==> config.mk <==
export PLATFORM = sky130hd
export DESIGN_NAME = cic_gain_decimation_control
export DESIGN_NICKNAME = d
export VERILOG_FILES = /design/src/inc/cic_gain_decimation_control_pkg.sv /design/src/rtl/cic_decimation_counter.sv /design/src/rtl/cic_gain_decimation_control.sv /design/src/rtl/cic_input_shifter.sv
export VERILOG_INCLUDE_DIRS = /design/src /design/src/inc
export SDC_FILE = /design/constraint.sdc
export NUM_CORES = 2
export LEC_CHECK = 0
export ABC_AREA = 1
export BUFFER_PORTS_ARGS = -buffer_cell sky130_fd_sc_hd__buf_4
export CORE_MARGIN = 2
export CORE_UTILIZATION = 25
export DETAILED_ROUTE_END_ITERATION = 6
export MAX_ROUTING_LAYER = met4
export PLACE_DENSITY = 0.42
export SETUP_SLACK_MARGIN = 0.4
export SLEW_MARGIN = 20
export SYNTH_ARGS = -nofsm -noshare
export SYNTH_HDL_FRONTEND = slang
export SYNTH_HIERARCHICAL = 1
export SYNTH_SLANG_ARGS = --single-unit
==> constraint.sdc <==
create_clock -name core_clk -period 18.67 [get_ports core_clk]
set_input_delay 3.734 -clock core_clk [delete_from_list [all_inputs] [get_ports core_clk]]
set_output_delay 3.734 -clock core_clk [all_outputs]
set_load 0.05 [all_outputs]
==> src/inc/cic_gain_decimation_control_cfg.svh <==
/*
  Offsets, field positions, reset values and widths of the CIC gain and
  decimation control block. Assumes it is included by bare name.
*/
`ifndef CIC_GAIN_DECIMATION_CONTROL_CFG_SVH
`define CIC_GAIN_DECIMATION_CONTROL_CFG_SVH

// ****************************************************************
// register map (byte addresses, 32-bit aligned words)
// ****************************************************************
`define ADDR_W 8
`define CTRL_OFS 8'h00
`define STATUS_OFS 8'h04

// ****************************************************************
// control word fields
// ****************************************************************
`define BYPASS_BIT 6
`define DEC_LSB 7
`define DEC_MSB 12
`define SG_LSB 13
`define SG_MSB 16
`define SYNC_EN_BIT 19
`define CTRL_MASK 32'h0009_ffc0
`define CTRL_RST 32'h0001_e180

// ****************************************************************
// status word fields
// ****************************************************************
`define ST_CNT_LSB 0
`define ST_SHIFT_LSB 8

// ****************************************************************
// datapath widths
// ****************************************************************
`define SHIFT_MAX 5'h0f
`define IN_W 15
`define ACC_W 40
`define OUT_W 32
`define STAGES 5
`define ACC_W0 40
`define ACC_W1 36
`define ACC_W2 32
`define ACC_W3 32
`define ACC_W4 32

`endif

==> src/inc/cic_gain_decimation_control_pkg.sv <==
/*
  Types shared by the CIC gain and decimation control files.
  Assumes the cfg header is available on the include path.
*/
`include "cic_gain_decimation_control_cfg.svh"

package cic_gain_decimation_control_pkg;
  typedef logic signed [`IN_W-1:0] sample_t;
  typedef logic signed [`ACC_W-1:0] acc_t;
  typedef logic signed [`OUT_W-1:0] cic_word_t;
  typedef logic [3:0] shift_t;
  typedef logic [5:0] dec_rate_t;
  typedef logic [2:0] gain_step_t;
  typedef logic [1:0] axi_resp_t;
endpackage : cic_gain_decimation_control_pkg

==> src/rtl/cic_decimation_counter.sv <==
/*
  Decimation counter: counts samples down from R-1 and marks the
  sample that completes an output. External sync reloads it.
  Assumes external_sync_in is synchronous to core_clk.
*/
`timescale 1ns/1ps
`default_nettype none
`include "cic_gain_decimation_control_cfg.svh"

module cic_decimation_counter
  import cic_gain_decimation_control_pkg::*;
(
  // clock and reset
  input wire logic core_clk,
  input wire logic rst,
  // control
  input wire logic sample_valid,
  input wire dec_rate_t dec_rate,
  input wire logic sync_en,
  input wire logic external_sync_in,
  // state
  output logic dump,
  output dec_rate_t count_q
);
  logic sync_prev_q;
  logic sync_hit;

  assign sync_hit = sync_en && external_sync_in && !sync_prev_q;
  assign dump = sample_valid && count_q == '0 && !sync_hit;

  always_ff @(posedge core_clk or posedge rst) begin
    if (rst) begin
      sync_prev_q <= 1'b0;
    end else begin
      sync_prev_q <= external_sync_in;
    end
  end

  // sync reload wins over a coincident sample
  always_ff @(posedge core_clk or posedge rst) begin
    if (rst) begin
      count_q <= '0;
    end else if (sync_hit) begin
      count_q <= dec_rate;
    end else if (sample_valid) begin
      count_q <= (count_q == '0) ? dec_rate : count_q - 6'h01;
    end
  end

  a_sync_reload: assert property (@(posedge core_clk) disable iff (rst)
    sync_en && external_sync_in && !sync_prev_q
    |=> count_q == $past(dec_rate) && (count_q == '0 || !dump))
    else $error("sync did not restart the decimation count");
  a_sync_ignored: assert property (@(posedge core_clk) disable iff (rst)
    !sync_en && !sample_valid |=> $stable(count_q))
    else $error("count moved without a sample");
  a_dump_after_r: assert property (@(posedge core_clk) disable iff (rst)
    sync_hit && dec_rate > 6'h01 ##2 (sample_valid && !sync_hit) |-> !dump)
    else $error("output came before R samples after sync");
endmodule : cic_decimation_counter
`default_nettype wire

==> src/rtl/cic_gain_decimation_control.sv <==
/*
  Gain and decimation control of a fifth order CIC decimator with its
  integrator and comb chain, programmed over an AXI4-Lite slave.
  Assumes one clock, samples and pins synchronous to core_clk, and a
  master with at most one write and one read outstanding.
*/
// Decided for this implementation: the address map and register access over AXI4-Lite.
// How it works
// - 4-bit shift gain 0 to 15 shifts the input one bit per step
// - decimation rate is a 6-bit field holding R minus one
// - each gain step code adds 6dB at the filter input
// - with sync enabled, the sync pin reloads the decimation counter
// - shift is the sum of shift gain and gain step, saturated at 15
// - gain step is pipelined alongside its own sample
// - integrators are 40, 36, 32, 32 and 32 bits wide
// - decimation rate sits in control bits 12 to 7
`timescale 1ns/1ps
`default_nettype none
`include "cic_gain_decimation_control_cfg.svh"

module cic_gain_decimation_control
  import cic_gain_decimation_control_pkg::*;
(
  // clock and reset
  input wire logic core_clk,
  input wire logic rst,
  // axi4-lite write address
  input wire logic [`ADDR_W-1:0] awaddr,
  input wire logic awvalid,
  output logic awready,
  // axi4-lite write data
  input wire logic [31:0] wdata,
  input wire logic [3:0] wstrb,
  input wire logic wvalid,
  output logic wready,
  // axi4-lite write response
  output axi_resp_t bresp,
  output logic bvalid,
  input wire logic bready,
  // axi4-lite read address
  input wire logic [`ADDR_W-1:0] araddr,
  input wire logic arvalid,
  output logic arready,
  // axi4-lite read data
  output logic [31:0] rdata,
  output axi_resp_t rresp,
  output logic rvalid,
  input wire logic rready,
  // mixer samples and front end pins
  input wire sample_t sample_in,
  input wire logic sample_valid,
  input wire gain_step_t input_gain_step,
  input wire logic external_sync_in,
  // filter output
  output cic_word_t cic_out_q,
  output logic cic_valid_q
);
  // ****************************************************************
  // declarations
  // ****************************************************************
  logic aw_hold_q;
  logic [`ADDR_W-1:0] aw_addr_q;
  logic w_hold_q;
  logic [31:0] w_data_q;
  logic [3:0] w_strb_q;
  logic bvalid_q;
  axi_resp_t bresp_q;
  logic rvalid_q;
  logic [31:0] rdata_q;
  axi_resp_t rresp_q;
  logic [31:0] ctrl_q;
  logic [31:0] ctrl_d;
  logic do_write;
  logic [31:0] status;
  shift_t coarse_shift_gain;
  dec_rate_t dec_rate;
  logic bypass;
  logic sync_en;
  acc_t shifted_q;
  logic shifted_valid_q;
  shift_t shift_q;
  logic dump;
  dec_rate_t count_q;
  acc_t acc_q [`STAGES];
  acc_t stg_in [`STAGES];
  cic_word_t comb_in [`STAGES+1];
  cic_word_t comb_dly_q [`STAGES];

  // ****************************************************************
  // control fields
  // ****************************************************************
  assign dec_rate = ctrl_q[`DEC_MSB:`DEC_LSB];
  assign coarse_shift_gain = ctrl_q[`SG_MSB:`SG_LSB];
  assign bypass = ctrl_q[`BYPASS_BIT];
  assign sync_en = ctrl_q[`SYNC_EN_BIT];

  always_comb begin
    status = '0;
    status[`ST_CNT_LSB +: 6] = count_q;
    status[`ST_SHIFT_LSB +: 4] = shift_q;
  end

  // ****************************************************************
  // axi4-lite write channel
  // ****************************************************************
  assign awready = !aw_hold_q && !bvalid_q;
  assign wready = !w_hold_q && !bvalid_q;
  assign do_write = aw_hold_q && w_hold_q && !bvalid_q;
  assign bvalid = bvalid_q;
  assign bresp = bresp_q;

  always_ff @(posedge core_clk or posedge rst) begin
    if (rst) begin
      aw_hold_q <= 1'b0;
      aw_addr_q <= '0;
    end else if (awvalid && awready) begin
      aw_hold_q <= 1'b1;
      aw_addr_q <= awaddr;
    end else if (do_write) begin
      aw_hold_q <= 1'b0;
    end
  end

  always_ff @(posedge core_clk or posedge rst) begin
    if (rst) begin
      w_hold_q <= 1'b0;
      w_data_q <= '0;
      w_strb_q <= '0;
    end else if (wvalid && wready) begin
      w_hold_q <= 1'b1;
      w_data_q <= wdata;
      w_strb_q <= wstrb;
    end else if (do_write) begin
      w_hold_q <= 1'b0;
    end
  end

  always_ff @(posedge core_clk or posedge rst) begin
    if (rst) begin
      bvalid_q <= 1'b0;
      bresp_q <= 2'h0;
    end else if (do_write) begin
      bvalid_q <= 1'b1;
      bresp_q <= (aw_addr_q == `CTRL_OFS || aw_addr_q == `STATUS_OFS) ? 2'h0 : 2'h2;
    end else if (bready) begin
      bvalid_q <= 1'b0;
    end
  end

  // byte lanes merge into the control word; unused bits stay zero
  always_comb begin
    ctrl_d = ctrl_q;
    for (int b = 0; b < 4; b++) begin
      if (w_strb_q[b]) begin
        ctrl_d[8*b +: 8] = w_data_q[8*b +: 8];
      end
    end
    ctrl_d = ctrl_d & `CTRL_MASK;
  end

  always_ff @(posedge core_clk or posedge rst) begin
    if (rst) begin
      ctrl_q <= `CTRL_RST;
    end else if (do_write && aw_addr_q == `CTRL_OFS) begin
      ctrl_q <= ctrl_d;
    end
  end

  // ****************************************************************
  // axi4-lite read channel
  // ****************************************************************
  assign arready = !rvalid_q;
  assign rvalid = rvalid_q;
  assign rdata = rdata_q;
  assign rresp = rresp_q;

  always_ff @(posedge core_clk or posedge rst) begin
    if (rst) begin
      rvalid_q <= 1'b0;
      rdata_q <= '0;
      rresp_q <= 2'h0;
    end else if (arvalid && arready) begin
      rvalid_q <= 1'b1;
      rresp_q <= 2'h0;
      case (araddr)
        `CTRL_OFS: rdata_q <= ctrl_q;
        `STATUS_OFS: rdata_q <= status;
        default: begin
          rdata_q <= '0;
          rresp_q <= 2'h2;
        end
      endcase
    end else if (rready) begin
      rvalid_q <= 1'b0;
    end
  end

  // ****************************************************************
  // input shifter and decimation counter
  // ****************************************************************
  cic_input_shifter u_shifter (
    .core_clk(core_clk),
    .rst(rst),
    .sample_in(sample_in),
    .sample_valid(sample_valid),
    .input_gain_step(input_gain_step),
    .coarse_shift_gain(coarse_shift_gain),
    .shifted_q(shifted_q),
    .shifted_valid_q(shifted_valid_q),
    .shift_q(shift_q)
  );

  cic_decimation_counter u_counter (
    .core_clk(core_clk),
    .rst(rst),
    .sample_valid(shifted_valid_q),
    .dec_rate(dec_rate),
    .sync_en(sync_en),
    .external_sync_in(external_sync_in),
    .dump(dump),
    .count_q(count_q)
  );

  // ****************************************************************
  // integrators
  // ****************************************************************
  function automatic int stage_w(input int i);
    case (i)
      0: stage_w = `ACC_W0;
      1: stage_w = `ACC_W1;
      2: stage_w = `ACC_W2;
      3: stage_w = `ACC_W3;
      default: stage_w = `ACC_W4;
    endcase
  endfunction : stage_w

  // keep the low w bits, sign extended, as a narrower adder would
  function automatic acc_t wrap(input acc_t x, input int w);
    wrap = (x <<< (`ACC_W - w)) >>> (`ACC_W - w);
  endfunction : wrap

  for (genvar i = 0; i < `STAGES; i++) begin : g_integ
    if (i == 0) begin : g_first
      assign stg_in[i] = shifted_q;
    end else begin : g_next
      assign stg_in[i] = wrap(acc_q[i-1] >>> (stage_w(i-1) - stage_w(i)), stage_w(i));
    end
    always_ff @(posedge core_clk or posedge rst) begin
      if (rst) begin
        acc_q[i] <= '0;
      end else if (shifted_valid_q) begin
        acc_q[i] <= wrap(acc_q[i] + stg_in[i], stage_w(i));
      end
    end
  end

  // ****************************************************************
  // combs at the decimated rate
  // ****************************************************************
  assign comb_in[0] = acc_q[`STAGES-1][`OUT_W-1:0];

  for (genvar i = 0; i < `STAGES; i++) begin : g_comb
    assign comb_in[i+1] = comb_in[i] - comb_dly_q[i];
    always_ff @(posedge core_clk or posedge rst) begin
      if (rst) begin
        comb_dly_q[i] <= '0;
      end else if (dump) begin
        comb_dly_q[i] <= comb_in[i];
      end
    end
  end

  // bypass passes every shifted sample straight on
  always_ff @(posedge core_clk or posedge rst) begin
    if (rst) begin
      cic_out_q <= '0;
      cic_valid_q <= 1'b0;
    end else if (bypass) begin
      cic_valid_q <= shifted_valid_q;
      if (shifted_valid_q) begin
        cic_out_q <= shifted_q[`OUT_W-1:0];
      end
    end else begin
      cic_valid_q <= dump;
      if (dump) begin
        cic_out_q <= comb_in[`STAGES];
      end
    end
  end

  // ****************************************************************
  // checks
  // ****************************************************************
  a_rate_field: assert property (@(posedge core_clk) disable iff (rst)
    do_write && aw_addr_q == `CTRL_OFS && w_strb_q[1] && w_strb_q[0]
    |=> dec_rate == $past(w_data_q[12:7]))
    else $error("decimation rate not taken from bits 12 to 7");
  a_acc_width: assert property (@(posedge core_clk) disable iff (rst)
    shifted_valid_q |=> acc_q[1] == wrap(acc_q[1], 36) && acc_q[2] == wrap(acc_q[2], 32))
    else $error("integrator exceeds its width");
  a_acc_sum: assert property (@(posedge core_clk) disable iff (rst)
    shifted_valid_q |=> acc_q[0] == $past(acc_q[0]) + $past(shifted_q))
    else $error("first integrator did not add the shifted sample");
  a_out_on_dump: assert property (@(posedge core_clk) disable iff (rst)
    !bypass && dump |=> cic_valid_q && cic_out_q == $past(comb_in[5]))
    else $error("decimated output missed its dump");
endmodule : cic_gain_decimation_control
`default_nettype wire

==> src/rtl/cic_input_shifter.sv <==
/*
  Barrel shifter ahead of the first integrator: coarse shift plus
  gain step, saturated, registered together with the sample.
  Assumes sample and gain step pins are synchronous to core_clk.
*/
`timescale 1ns/1ps
`default_nettype none
`include "cic_gain_decimation_control_cfg.svh"

module cic_input_shifter
  import cic_gain_decimation_control_pkg::*;
(
  // clock and reset
  input wire logic core_clk,
  input wire logic rst,
  // sample in
  input wire sample_t sample_in,
  input wire logic sample_valid,
  input wire gain_step_t input_gain_step,
  input wire shift_t coarse_shift_gain,
  // shifted sample out
  output acc_t shifted_q,
  output logic shifted_valid_q,
  output shift_t shift_q
);
  logic [4:0] sum;
  shift_t shift_d;

  // ****************************************************************
  // saturating gain sum
  // ****************************************************************
  always_comb begin
    sum = {1'b0, coarse_shift_gain} + {2'b00, input_gain_step};
    shift_d = (sum > `SHIFT_MAX) ? 4'hf : sum[3:0];
  end

  // gain step is captured with its own sample
  always_ff @(posedge core_clk or posedge rst) begin
    if (rst) begin
      shifted_q <= '0;
      shifted_valid_q <= 1'b0;
      shift_q <= '0;
    end else begin
      shifted_valid_q <= sample_valid;
      if (sample_valid) begin
        shift_q <= shift_d;
        shifted_q <= acc_t'(sample_in) <<< shift_d;
      end
    end
  end

  a_shift_sum: assert property (@(posedge core_clk) disable iff (rst)
    sample_valid |=> shift_q == (($past(coarse_shift_gain) + $past(input_gain_step) > 15)
      ? 4'hf : $past(coarse_shift_gain) + $past(input_gain_step)))
    else $error("shift amount not the saturated sum");
  a_shift_apply: assert property (@(posedge core_clk) disable iff (rst)
    sample_valid ##1 shifted_valid_q |-> shifted_q == (acc_t'($past(sample_in)) <<< shift_q))
    else $error("sample not shifted by the registered amount");
  a_step_aligned: assert property (@(posedge core_clk) disable iff (rst)
    sample_valid && coarse_shift_gain == 4'h0 |=> shift_q == {1'b0, $past(input_gain_step)})
    else $error("gain step not applied to its own sample");
endmodule : cic_input_shifter
`default_nettype wire

==> metrics <==
status=finished clean; post_cts resized=0; CP bufs+invs=2; Max FO, Critical Path=6; setup TNS=0 ns; Rel. slew slack=between 10% and 20%; die width=about 380 um; clk sinks=roughly 470; highest-count cells in the layout ignoring fill and taps=nand2_1, inv_1, dfrtp_1; syn_area_per_cell=7.55 sq um; max-slew violation count=0; Root Driver=clkbuf_16; Worst setup SP type=register; grt ovf=0; final worst-path cycle share=~47%; Worst-Margin Slew=~1.2 ns; DRT iter0 DRCs=1565; dpl hpwl=approximately 74000 um; buffer depth of the longest clock path=3; via count=between 20000 and 30000; minimum clock period=just under 9 ns; n_diodes=0; RSZ-0062 raised after global routing=false; TritonCTS clock tree=built; Critical Path End Type=register; # setup viols final=0; simple-gate share of the synthesized area=roughly 22%; first-pass iteration count of the detailed router=5; fill cell count=14900; Post-synth top flop=dfrtp_1; Arr. time, crit path=a little over 9 ns; core area=between 0.1 and 0.15 sq mm; setup slack after placement=roughly 9.9 ns; Data required, critical path=between 15 and 20 ns; WL per Instance=14.9 um; initial antenna violation count=0; vias per inst=around 4.5; Setup CP Type=register to register; CP dominant cell by count=nand2_1; post-synthesis xor/xnor area fraction=under 10%; synthesis-to-layout area growth=14.2%; IO Pins=approximately 150; number of global-route vias before repair=28500; Mapped Cells=about 4600; Post-Synth Adder-Cell Area=between 10 and 15%; Slowest cell on crit path=fa_1; Final Util=between 20 and 30%; IO buf count=~120; fraction of registers with async set/reset=100%; synthesis-stage register bit count=between 400 and 500; Synth Area in Compound Gates=17.7%; Routed WL=about 96000 um; total track usage=14.1%; Worst R2R Start=acc_q[0]; clk_lat worst skew=between 0.6 and 0.7 ns; worst hold path class=register to register; initial core utilization=25.1%; crit path from=acc_q[0]; Synth warnings=6; most common cell after layout, fill and taps aside=nand2_1; R2R setup slack=between 9 and 10 ns; largest net degree at the start of global routing=between 200 and 300; CP max stage delay=roughly 0.4 ns; post-synthesis mux area share=1.05%; share of layout cells above drive strength 1=9.30%; final hold vios=0; largest family of logic cells by synthesized area=simple AND/OR/NAND/NOR gates; final antenna-violating net count=0; H-tree levels=2; max_cap viols=0; crit-path leading delay family=compound AO/OA/AOI/OAI gates; Worst Skew=about 0.021 ns; Fmax achieved=around 110 MHz; Placer Congestion=just over 0.8; Post-route DRC=0; Nets=roughly 5100; post-CTS setup buffers=0; hold_buf cts=0; Seq/Total Area, Yosys=between 30% and 40%; row cnt=136; PnR worst setup slack=9.96 ns; die height=375 um; register area=0.0117 sq mm; CTS clock-pin slew for the worst setup and hold paths=~0.06 ns; hold path start=acc_q[199]; number of CTS-inserted buffers=60; EDFF count, synth=0; Die ar.=approximately 0.14 sq mm; first-pass GRT wire length=~160000 um; Netlist Area Pre-Place=0.0344 sq mm; area of the multi-input gates=0.0202 sq mm; Distinct cells, synth=70
[synth_stat cells (8+ instances only)]
cell,number,area share [%]
nor3_1,34,0.49
nand4_1,34,0.62
a21boi_1,8,0.17
ha_1,327,12
o21ai_0,371,5.4
o31ai_1,17,0.37
mux2_2,32,1.0
nor4_1,18,0.33
nand2_1,1072,12
a21oi_1,351,5.1
nand3_1,252,3.7
a31oi_1,108,2.0
or2_2,63,1.1
o221ai_1,16,0.41
xor2_1,121,3.1
clkbuf_1,87,0.95
o21bai_1,20,0.44
xnor2_1,68,1.7
a21oi_2,13,0.33
nor2_1,278,3.0
buf_4,27,0.59
o21a_1,19,0.41
inv_1,520,5.7
nand2_2,16,0.29
dfrtp_1,460,33
a21o_1,27,0.59
fa_1,11,0.64
o21ai_2,22,0.56
o21ai_1,28,0.41
o211ai_1,24,0.52
[final cells by class]
cell class	count	share of cell area, %
repair buffers	134	2.66
clock buffers	90	4.59
multi-input cells	3446	51.3
well taps	1794	5.71
inverters	529	5.11
clock inverters	24	0.923
flip-flops and latches	466	29.7
[kinds of logic after synthesis]
family / Yosys count
buf+inv: 662
xor+xnor: 189
fa+ha+maj: 338
simple gates: 1809
compound gates: 1062
flops: 466
mux: 32
other cells: 1
[per-stage QoR]
step	cells	hold slack [ns]	instance area [sq um]
after global placement	6368	0.459	37100
after floorplan	4574	0.442	34500
after detailed placement	6369	0.463	37200
final	6483	0.470	39300
after CTS	6483	0.473	39300
after global routing	6483	0.493	39300
[layer usage]
layer / routed length (um) / GRT usage (%) / vias to the layer above
met5: 0 / - / -
met4: 2970 / 4.55 / 0
met3: 2100 / 1.22 / 123
met2: 42600 / 21.9 / 287
met1: 48600 / 19.4 / 13300
li1: - / - / 15500
[sequential cells by signal (all words and copies together), names as in the netlist, 3 cells and up]
name / count
cic_out_q: 32
comb_dly_q: 160
w_data_q: 12
w_strb_q: 3
ctrl_q: 12
acc_q: 172
aw_addr_q: 8
u_shifter/shifted_q: 30
u_counter/count_q: 6
u_shifter/shift_q: 4
rdata: 18
[worst reg2reg max path, delay by kind of cell, from the launching register on]
family,cells,cell delay (ns)
AND/OR/NAND/NOR,14,1.91
adder cells (fa/ha/maj),6,2.05
flip-flops,1,0.38
buffers and inverters,2,0.16
XOR/XNOR,4,0.96
AO/OA/AOI/OAI,16,3.17
[worst paths after layout]
path,end,cells past startpoint
max in group asynchronous,acc_q[27],4
min reg2reg,acc_q[199],1
max reg2reg,cic_out_q[29],42
min in group asynchronous,u_counter/count_q[0],2
min,acc_q[199],1
max,cic_out_q[29],42
Power is left out: the tool's default activity adds up to more than one toggle a clock period on the data nets, which glitch-free logic cannot reach.
